**config.mk**
```make
export PLATFORM = sky130hd
export DESIGN_NAME = embc_top
export DESIGN_NICKNAME = d
export VERILOG_FILES = /design/src/verilog/embc_pkg.sv /design/src/verilog/embc_sync.sv /design/src/verilog/embc_clkdiv.sv /design/src/verilog/embc_top.sv
export VERILOG_INCLUDE_DIRS = /design/src /design/src/verilog
export SDC_FILE = /design/constraint.sdc
export NUM_CORES = 1
export LEC_CHECK = 0
export BUFFER_PORTS_ARGS = -buffer_cell sky130_fd_sc_hd__buf_4
export CAP_MARGIN = 20
export CORE_MARGIN = 5
export CORE_UTILIZATION = 52
export CTS_CLUSTER_DIAMETER = 200
export CTS_CLUSTER_SIZE = 24
export DETAILED_ROUTE_END_ITERATION = 8
export MAX_ROUTING_LAYER = met4
export PLACE_DENSITY = 0.79
export SYNTH_ARGS = -nofsm -noshare
export SYNTH_HDL_FRONTEND = slang
export SYNTH_SLANG_ARGS = --single-unit
```
**constraint.sdc**
```tcl
create_clock -name sys_clk -period 5.3 [get_ports sys_clk]
set_input_delay 0.265 -clock sys_clk [delete_from_list [all_inputs] [get_ports sys_clk]]
set_output_delay 0.265 -clock sys_clk [all_outputs]
set_load 0.005 [all_outputs]
```
**src/verilog/embc_params.svh**
```systemverilog
// Purpose: Constants for the external memory bus controller
// Assumes: 125 MHz sys_clk
// Notes:   Offsets, field positions and counts as macros
`ifndef EMBC_PARAMS_SVH
`define EMBC_PARAMS_SVH

// Configuration byte fields
`define EMBC_CFG_WIDTH_BIT   1
`define EMBC_CFG_STROBE_BIT  2
`define EMBC_CFG_WRMODE_BIT  3
`define EMBC_CFG_RESET       8'hFF

// Steered code region
`define EMBC_ROM_LO          16'h2000
`define EMBC_ROM_HI          16'h5FFF

// Non-maskable interrupt vector location
`define EMBC_NMI_VECTOR      16'h203E

// Clock output divide ratio
`define EMBC_CLK_DIV         2

// Edges of synchroniser delay on ready and read data
`define EMBC_SYNC_LAG        2

`endif

```
**src/verilog/embc_pkg.sv**
```systemverilog
// Purpose: Types for the external memory bus controller
// Assumes: Constants live in embc_params.svh
// Notes:   Request and pin groups travel as packed structs
package embc_pkg;

    typedef struct packed {
        logic        valid;   // Request present
        logic        write;   // 1 write, 0 read
        logic        fetch;   // Instruction fetch
        logic        word;    // 16-bit access wanted
        logic [15:0] addr;    // Byte address
        logic [15:0] wdata;   // Write data
    } embc_req_t;

    typedef struct packed {
        logic        strobe_n;  // Address latch / valid pin
        logic        rd_n;      // Read strobe
        logic        wr_n;      // Write / low byte store strobe
        logic        hi_n;      // Upper lane enable / high byte store
        logic        fetch;     // fetch_type_indicator
    } embc_pins_t;

    typedef enum logic [2:0] {
        EMBC_IDLE,
        EMBC_ADDR,
        EMBC_DATA,
        EMBC_WAIT,
        EMBC_DONE
    } embc_state_t;

endpackage

```
**src/verilog/embc_sync.sv**
```systemverilog
// Purpose: Two-flop synchroniser for pin inputs
// Assumes: Inputs asynchronous to sys_clk
// Notes:   First flop read only by second
`timescale 1ns/100ps
`default_nettype none
module embc_sync #(
    parameter int W = 1
) (
    input  wire logic         sys_clk, // Clock
    input  wire logic         rst,     // Async reset
    input  wire logic [W-1:0] d,       // Asynchronous in
    output logic      [W-1:0] q        // Synchronised out
);
    logic [W-1:0] meta_q;

    always_ff @(posedge sys_clk or posedge rst) begin
        if (rst) begin
            meta_q <= '0;
            q      <= '0;
        end else begin
            meta_q <= d;
            q      <= meta_q;
        end
    end
endmodule
`default_nettype wire

```
**src/verilog/embc_clkdiv.sv**
```systemverilog
// Purpose: Clock output at half the input clock
// Assumes: sys_clk stands for the oscillator
// Notes:   Output straight from a flip-flop
`timescale 1ns/100ps
`default_nettype none
`include "embc_params.svh"
module embc_clkdiv (
    input  wire logic sys_clk, // Clock
    input  wire logic rst,     // Async reset
    output logic      clk_out  // Divided clock
);
    localparam logic [1:0] DIV_LAST = 2'(`EMBC_CLK_DIV / 2 - 1);
    logic [1:0] cnt_q;

    always_ff @(posedge sys_clk or posedge rst) begin
        if (rst) begin
            cnt_q   <= 2'h0;
            clk_out <= 1'b0;
        end else if (cnt_q == DIV_LAST) begin
            cnt_q   <= 2'h0;
            clk_out <= ~clk_out;
        end else begin
            cnt_q   <= cnt_q + 2'h1;
        end
    end
endmodule
`default_nettype wire

```
**src/verilog/embc_top.sv**
```systemverilog
// Purpose: External multiplexed memory bus control and strobes
// Assumes: One clock, core issues requests, pins synchronised here
// Notes:   One bus state per sys_clk cycle
`timescale 1ns/100ps
`default_nettype none
`include "embc_params.svh"
module embc_top (
    input  wire logic               sys_clk,              // Clock, 125 MHz
    input  wire logic               rst,                  // Async reset, high
    input  wire logic [7:0]         chip_config_byte,     // Bus configuration
    input  wire embc_pkg::embc_req_t req,                 // Core request
    output logic                    req_ready,            // Request taken
    output logic                    rsp_valid,            // Access done pulse
    output logic [15:0]             rsp_rdata,            // Read data
    output logic                    rsp_internal,         // Done went on-chip
    input  wire logic [15:0]        rom_rdata,            // On-chip ROM data
    output logic                    nmi_req,              // NMI request pulse
    output logic [15:0]             nmi_vector,           // NMI vector location
    input  wire logic               nonmaskable_irq,      // NMI pin
    input  wire logic               memory_source_select, // Code source pin
    input  wire logic               lane_size_select,     // Bus width pin
    input  wire logic               ready,                // Ready pin
    output logic                    system_clock_output,  // Clock out
    output embc_pkg::embc_pins_t     pins,                 // Strobe pins
    input  wire logic [15:0]        ad_in,                // AD bus in
    output logic [15:0]             ad_out,               // AD bus out
    output logic [15:0]             ad_oe                 // AD bus drive enable
);
    // ------------------------------------------------------------
    // Pin synchronisers
    // ------------------------------------------------------------
    logic [3:0]  pin_raw;
    logic [3:0]  pin_s;
    logic [15:0] ad_s;
    assign pin_raw = {nonmaskable_irq, memory_source_select, lane_size_select, ready};

    embc_sync #(.W(4)) u_sync_pins (
        .sys_clk (sys_clk),
        .rst     (rst),
        .d       (pin_raw),
        .q       (pin_s)
    );
    embc_sync #(.W(16)) u_sync_ad (
        .sys_clk (sys_clk),
        .rst     (rst),
        .d       (ad_in),
        .q       (ad_s)
    );

    wire nmi_s   = pin_s[3];
    wire ea_s    = pin_s[2];
    wire width_s = pin_s[1];
    wire ready_s = pin_s[0];

    embc_clkdiv u_clkdiv (
        .sys_clk (sys_clk),
        .rst     (rst),
        .clk_out (system_clock_output)
    );

    // ------------------------------------------------------------
    // Non-maskable interrupt edge
    // ------------------------------------------------------------
    logic nmi_prev_q;
    wire  nmi_rise = nmi_s & ~nmi_prev_q;

    always_ff @(posedge sys_clk or posedge rst) begin
        if (rst) begin
            nmi_prev_q <= 1'b0;
            nmi_req    <= 1'b0;
            nmi_vector <= 16'h0000;
        end else begin
            nmi_prev_q <= nmi_s;
            nmi_req    <= nmi_rise;
            nmi_vector <= `EMBC_NMI_VECTOR;
        end
    end

    // ------------------------------------------------------------
    // Request decode
    // ------------------------------------------------------------
    wire cfg_dyn_width = chip_config_byte[`EMBC_CFG_WIDTH_BIT];
    wire cfg_valid_lvl = chip_config_byte[`EMBC_CFG_STROBE_BIT];
    wire cfg_byte_wr   = chip_config_byte[`EMBC_CFG_WRMODE_BIT];
    wire in_rom_range  = (req.addr >= `EMBC_ROM_LO) && (req.addr <= `EMBC_ROM_HI);
    wire go_internal   = in_rom_range & ea_s;
    wire bus_wide      = cfg_dyn_width & width_s;

    // ------------------------------------------------------------
    // Bus sequencer
    // ------------------------------------------------------------
    embc_pkg::embc_state_t state_q, state_d;
    embc_pkg::embc_req_t   cur_q;
    logic                  wide_q;
    logic                  second_q;
    logic                  split_q;
    logic [15:0]           rdata_q;
    logic                  int_q;
    logic                  gap_q;
    logic [1:0]            dwell_q;

    localparam logic [1:0] DWELL_LAST = 2'(`EMBC_SYNC_LAG);

    // Ready and read data arrive two edges late, so the data
    // phase lasts until both belong to this bus cycle
    wire  in_data    = (state_q == embc_pkg::EMBC_DATA) || (state_q == embc_pkg::EMBC_WAIT);
    wire  take       = (state_q == embc_pkg::EMBC_IDLE) && req.valid;
    wire  data_end   = in_data && (dwell_q == DWELL_LAST) && ready_s;
    wire  need_more  = split_q && !second_q;

    always_comb begin
        state_d = state_q;
        case (state_q)
            embc_pkg::EMBC_IDLE: begin
                if (take && !go_internal)
                    state_d = embc_pkg::EMBC_ADDR;
                else if (take)
                    state_d = embc_pkg::EMBC_DONE;
            end
            embc_pkg::EMBC_ADDR: state_d = embc_pkg::EMBC_DATA;
            embc_pkg::EMBC_DATA,
            embc_pkg::EMBC_WAIT: begin
                if (!data_end)
                    state_d = embc_pkg::EMBC_WAIT;
                else
                    state_d = embc_pkg::EMBC_DONE;
            end
            // Strobes idle one state between the halves of a split word
            embc_pkg::EMBC_DONE: state_d = gap_q ? embc_pkg::EMBC_ADDR : embc_pkg::EMBC_IDLE;
            default:             state_d = embc_pkg::EMBC_IDLE;
        endcase
    end

    // Byte lane selection for current bus cycle
    wire [15:0] cyc_addr = second_q ? (cur_q.addr | 16'h0001) : cur_q.addr;
    wire        odd_byte = cyc_addr[0];
    wire        wide_wr  = wide_q & cur_q.word;
    wire        lo_write = cur_q.write & (wide_wr | ~odd_byte);
    wire        hi_write = cur_q.write & (wide_wr | odd_byte);
    wire [15:0] wr_word  = (!wide_q && odd_byte) ? {8'h00, cur_q.wdata[15:8]} : cur_q.wdata;

    // ------------------------------------------------------------
    // Sequencer state
    // ------------------------------------------------------------
    always_ff @(posedge sys_clk or posedge rst) begin
        if (rst) begin
            state_q <= embc_pkg::EMBC_IDLE;
        end else begin
            state_q <= state_d;
        end
    end

    // ------------------------------------------------------------
    // Request held for the whole access
    // ------------------------------------------------------------
    always_ff @(posedge sys_clk or posedge rst) begin
        if (rst) begin
            cur_q   <= '0;
            wide_q  <= 1'b0;
            split_q <= 1'b0;
            int_q   <= 1'b0;
        end else if (take) begin
            cur_q   <= req;
            wide_q  <= bus_wide;
            split_q <= req.word & ~bus_wide & ~req.addr[0];
            int_q   <= go_internal;
        end
    end

    // ------------------------------------------------------------
    // Split word progress and data phase length
    // ------------------------------------------------------------
    always_ff @(posedge sys_clk or posedge rst) begin
        if (rst) begin
            second_q <= 1'b0;
            gap_q    <= 1'b0;
            dwell_q  <= 2'h0;
        end else begin
            gap_q <= data_end & need_more;
            if (take)
                second_q <= 1'b0;
            else if (data_end && need_more)
                second_q <= 1'b1;
            if (!in_data)
                dwell_q <= 2'h0;
            else if (dwell_q != DWELL_LAST)
                dwell_q <= dwell_q + 2'h1;
        end
    end

    // ------------------------------------------------------------
    // Read data gathered lane by lane
    // ------------------------------------------------------------
    always_ff @(posedge sys_clk or posedge rst) begin
        if (rst) begin
            rdata_q <= 16'h0000;
        end else if (take) begin
            rdata_q <= go_internal ? rom_rdata : 16'h0000;
        end else if (data_end && !cur_q.write) begin
            if (wide_q)
                rdata_q <= ad_s;
            else if (second_q)
                rdata_q <= {ad_s[7:0], rdata_q[7:0]};
            else if (odd_byte)
                rdata_q <= {ad_s[7:0], 8'h00};
            else
                rdata_q <= {8'h00, ad_s[7:0]};
        end
    end

    // ------------------------------------------------------------
    // Pin outputs, all registered
    // ------------------------------------------------------------
    embc_pkg::embc_pins_t pins_d;
    wire next_ext  = (state_d == embc_pkg::EMBC_ADDR) || (state_d == embc_pkg::EMBC_DATA)
                     || (state_d == embc_pkg::EMBC_WAIT);
    wire next_addr = state_d == embc_pkg::EMBC_ADDR;
    wire next_data = (state_d == embc_pkg::EMBC_DATA) || (state_d == embc_pkg::EMBC_WAIT);
    wire nx_write  = take ? req.write : cur_q.write;
    wire nx_fetch  = take ? req.fetch : cur_q.fetch;
    wire rsp_last  = (state_q == embc_pkg::EMBC_DONE) && !gap_q;

    always_comb begin
        pins_d = '1;
        pins_d.fetch = 1'b0;
        if (next_ext) begin
            pins_d.strobe_n = cfg_valid_lvl ? 1'b0 : ~next_addr;
            pins_d.fetch    = ~nx_write & nx_fetch;
        end
        if (next_data) begin
            pins_d.rd_n = nx_write;
            if (nx_write) begin
                pins_d.wr_n = cfg_byte_wr ? ~lo_write : 1'b0;
                pins_d.hi_n = ~hi_write;
            end
        end
    end

    always_ff @(posedge sys_clk or posedge rst) begin
        if (rst) begin
            pins <= '{1'b1, 1'b1, 1'b1, 1'b1, 1'b0};
        end else begin
            pins <= pins_d;
        end
    end

    // ------------------------------------------------------------
    // Core handshake
    // ------------------------------------------------------------
    always_ff @(posedge sys_clk or posedge rst) begin
        if (rst) begin
            req_ready    <= 1'b0;
            rsp_valid    <= 1'b0;
            rsp_internal <= 1'b0;
            rsp_rdata    <= 16'h0000;
        end else begin
            req_ready    <= state_d == embc_pkg::EMBC_IDLE;
            rsp_valid    <= rsp_last;
            rsp_internal <= rsp_last & int_q;
            rsp_rdata    <= rdata_q;
        end
    end

    // ------------------------------------------------------------
    // Address then data on the shared lanes
    // ------------------------------------------------------------
    always_ff @(posedge sys_clk or posedge rst) begin
        if (rst) begin
            ad_out <= 16'h0000;
            ad_oe  <= 16'h0000;
        end else if (next_addr) begin
            ad_out <= take ? req.addr : cyc_addr;
            ad_oe  <= 16'hFFFF;
        end else if (next_data && nx_write) begin
            ad_out <= wr_word;
            ad_oe  <= wide_q ? 16'hFFFF : 16'h00FF;
        end else begin
            ad_oe  <= 16'h0000;
        end
    end
endmodule
`default_nettype wire

```
==> impl_metrics.tcl <==
set metrics [dict create \
    dr.pass1.iters 4 \
    syn2layout_area_growth_pct 35.09 \
    routedWlPerCell_microns 16.19 \
    drv_cap 0 \
    mostFrequentLayoutCells "dfrtp_1, buf_4, nand2_1" \
    rows 38 \
    hpwl_microns 8772 \
    rsz0062_at_grt "no" \
    gp_congestion 0.8706 \
    yosysUniqueCellTypes 45 \
    setup_viol 0 \
    cp_num_buf_inv 1 \
    cts.sinks 149 \
    crit_path_end_kind "flip-flop" \
    nets 769 \
    cts_buffers 17 \
    cts_buffer_depth 2 \
    final_common_cell "dfrtp_1" \
    dr_total_vias 4219 \
    min_path_type "primary input to flip-flop" \
    dp_slack_ns 2.698 \
    final-hold-violation-count 0 \
    synth_compound_area_share_pct 9.309 \
    synthMuxAreaShare_pct 3.118 \
    finalSetupTns_ns 0 \
    synthCells 514 \
    ant_nets 0 \
    die_y_microns 115.4 \
    synth_simple_gate_area_share_pct 13.38 \
    power.density_nw_per_um2 530.3 \
    status "finished clean" \
    antenna_found_initial 1 \
    critPathMaxStageDelay_ns 0.83 \
    fmax_ghz 0.3787 \
    grt_overflow_total 0 \
    via_per_inst 5.041 \
    grt_use_total_pct 22.17 \
    ff_latch_area_sq_um 3734 \
    fin_crit_ns 2.640 \
    synth_top_family_by_area "simple AND/OR/NAND/NOR gates" \
    cts_tree "done" \
    drive_gt1_share_pct 29.17 \
    crit_type "flip-flop to flip-flop" \
    grt_pass1_wl_microns 21960 \
    avgSynthCellArea_sq_um 11.24 \
    die-area_sq_um 13320 \
    arrival_ns 2.99 \
    clkTransAtPathRegs_ns 0.06 \
    clock_latency_ns 0.52 \
    cp_top_family "compound AO/OA/AOI/OAI gates" \
    totalWireLength_microns 13550 \
    fin_util_pct 71.71 \
    multiInputGateArea_sq_um 1603 \
    synth_xor_area_share_pct 0.4546 \
    io_buffers 140 \
    skew_ns 0.008903 \
    peakVddDrop_uv 262.0 \
    drc 0 \
    root_buffer "clkbuf_8" \
    setup_slack_ns 2.660 \
    crit_chain "nor4b_2, buf_4, o21ai_1, a31oi_2, o221ai_1" \
    crit_required_ns 5.65 \
    ys_seq_area_share_pct 64.60 \
    core_sq_um 10890 \
    die_w_microns 115.4 \
    crit_path_start_kind "flip-flop" \
    nFillCells 746 \
    syn_area_sq_um 5779 \
    slew_headroom_pct 29.56 \
    grt_max_degree 89 \
    htreeDepth 4 \
    ioPinCount 156 \
    synthAdderAreaFrac_pct 0.6495 \
    initialDrtViolationCount 198 \
    grt_pass1_vias 4286 \
    cellLeakagePower_uw 0.003878 \
    post_cts_resized 0 \
    min_period_over_period_pct 49.82 \
    worst_pin_slew_ns 1.054 \
    critical_path.max_fanout 38 \
    crit_slowest_cell "a31oi_2" \
    ys_seq_elements 149 \
    post_cts.repair.setup_buffers 0 \
    slew_violations 0 \
    initial_core_util_pct 53.08 \
    ys_warn_count 0 \
]
==> state kept, by name, summed over array words and instances, names as in the netlist, 5 cells and up <==
| signal | flops |
|---|---|
| cur_q | 35 |
| u_sync_ad.meta_q | 16 |
| rsp_rdata | 16 |
| ad_out | 16 |
| u_sync_ad.q | 16 |
| rdata_q | 16 |
| pins | 5 |
==> synth_stat cells, drive strengths merged <==
master	n	share of area (%)
o211ai	1	0.13
or4b	1	0.24
a32oi	1	0.15
clkbuf	11	0.71
nand3	1	0.087
nor4bb	1	0.17
nor3	2	0.37
nor3b	2	0.26
a21oi	2	0.17
or2	1	0.11
a21o	2	0.26
buf	40	5.1
o21a	1	0.13
nor2b	2	0.22
nand4	1	0.11
o221ai	16	2.4
nor4b	1	0.15
nand2	135	8.8
a22o	8	1.2
nand2b	2	0.22
xor2	2	0.30
ha	3	0.65
and3	1	0.11
a2bb2oi	8	1.2
o22a	1	0.15
xnor2	1	0.15
and2	17	1.8
a31oi	1	0.22
nor2	9	0.58
a21bo	1	0.17
inv	39	2.5
o21ai	28	2.4
o2111a	1	0.19
nand4b	1	0.15
dfstp	4	1.8
mux2	16	3.1
dfrtp	145	63
o21bai	3	0.45
conb	2	0.13
==> cell families (layout without fill, tap and decap cells) <==
kind of cell / Yosys count / in the layout
compound gates: 74 / 74
simple gates: 177 / 177
buf+inv: 90 / 263
other cells: 2 / 12
flops: 149 / 149
fa+ha+maj: 3 / 3
xor+xnor: 3 / 3
mux: 16 / 16
==> worst register-to-register path, cell delays in order, from the launching register on <==
cell	delay, ns
dfrtp_1	0.46
nor4b_2	0.29
buf_4	0.42
o21ai_1	0.23
a31oi_2	0.83
o221ai_1	0.25
==> per-stage QoR <==
step	cell area [sq um]	total power, uW	hold WS (ns)	cells
after floorplan	5813	2497	0.2964	523
after global placement	6736	2903	0.3331	755
after detailed placement	6741	2971	0.3347	756
after CTS	7805	4154	0.01621	836
after global routing	7807	4407	0.01614	837
final	7807	4140	0.03158	837
==> report_power, final <==
part	switching [uW]	total [uW]	internal [uW]
clock	451	1140	690
combinational	606	1240	631
sequential	242	1760	1520
==> cell type report <==
cell class              instances  share of cell area (%)
flip-flops and latches        149                   47.82
diodes                          1                 0.03205
inverters                      39                   1.939
multi-input cells             284                   20.53
repair buffers                193                   20.10
well taps                     140                   2.244
clock buffers                  19                   5.657
clock inverters                12                   1.683
==> what timing repair did <==
action                                  4_1_cts  5_1_grt
endpoints found under the setup margin        0        0
hold buffers                                 49        0
endpoints found under the hold margin       135        0
==> worst paths after layout <==
| check | start | endpoint | slack [ns] | depth (start not counted) |
|---|---|---|---|---|
| min in group asynchronous | rst | nmi_req$_DFF_PP0_ | 0.43 | 3 |
| min | chip_config_byte[1] | wide_q$_DFFE_PP0P_ | 0.03 | 3 |
| min reg2reg | u_sync_ad.meta_q[8]$_DFF_PP0_ | u_sync_ad.q[8]$_DFF_PP0_ | 0.35 | 0 |
| max | state_q[1]$_DFF_PP0_ | ad_out[6]$_DFFE_PP0P_ | 2.66 | 5 |
| max reg2reg | state_q[1]$_DFF_PP0_ | ad_out[6]$_DFFE_PP0P_ | 2.66 | 5 |
| max in group asynchronous | rst | cur_q[15]$_DFFE_PP0P_ | 3.61 | 4 |
==> routing by layer <==
layer | GRT usage, % | share of wire, %
met1 | 28.33 | 42
met2 | 34.92 | 50
met3 | 4.125 | 5.5
met4 | 9.781 | 2.8
met5 | - | 0
No activity file was read; power rests on OpenSTA's default activity.
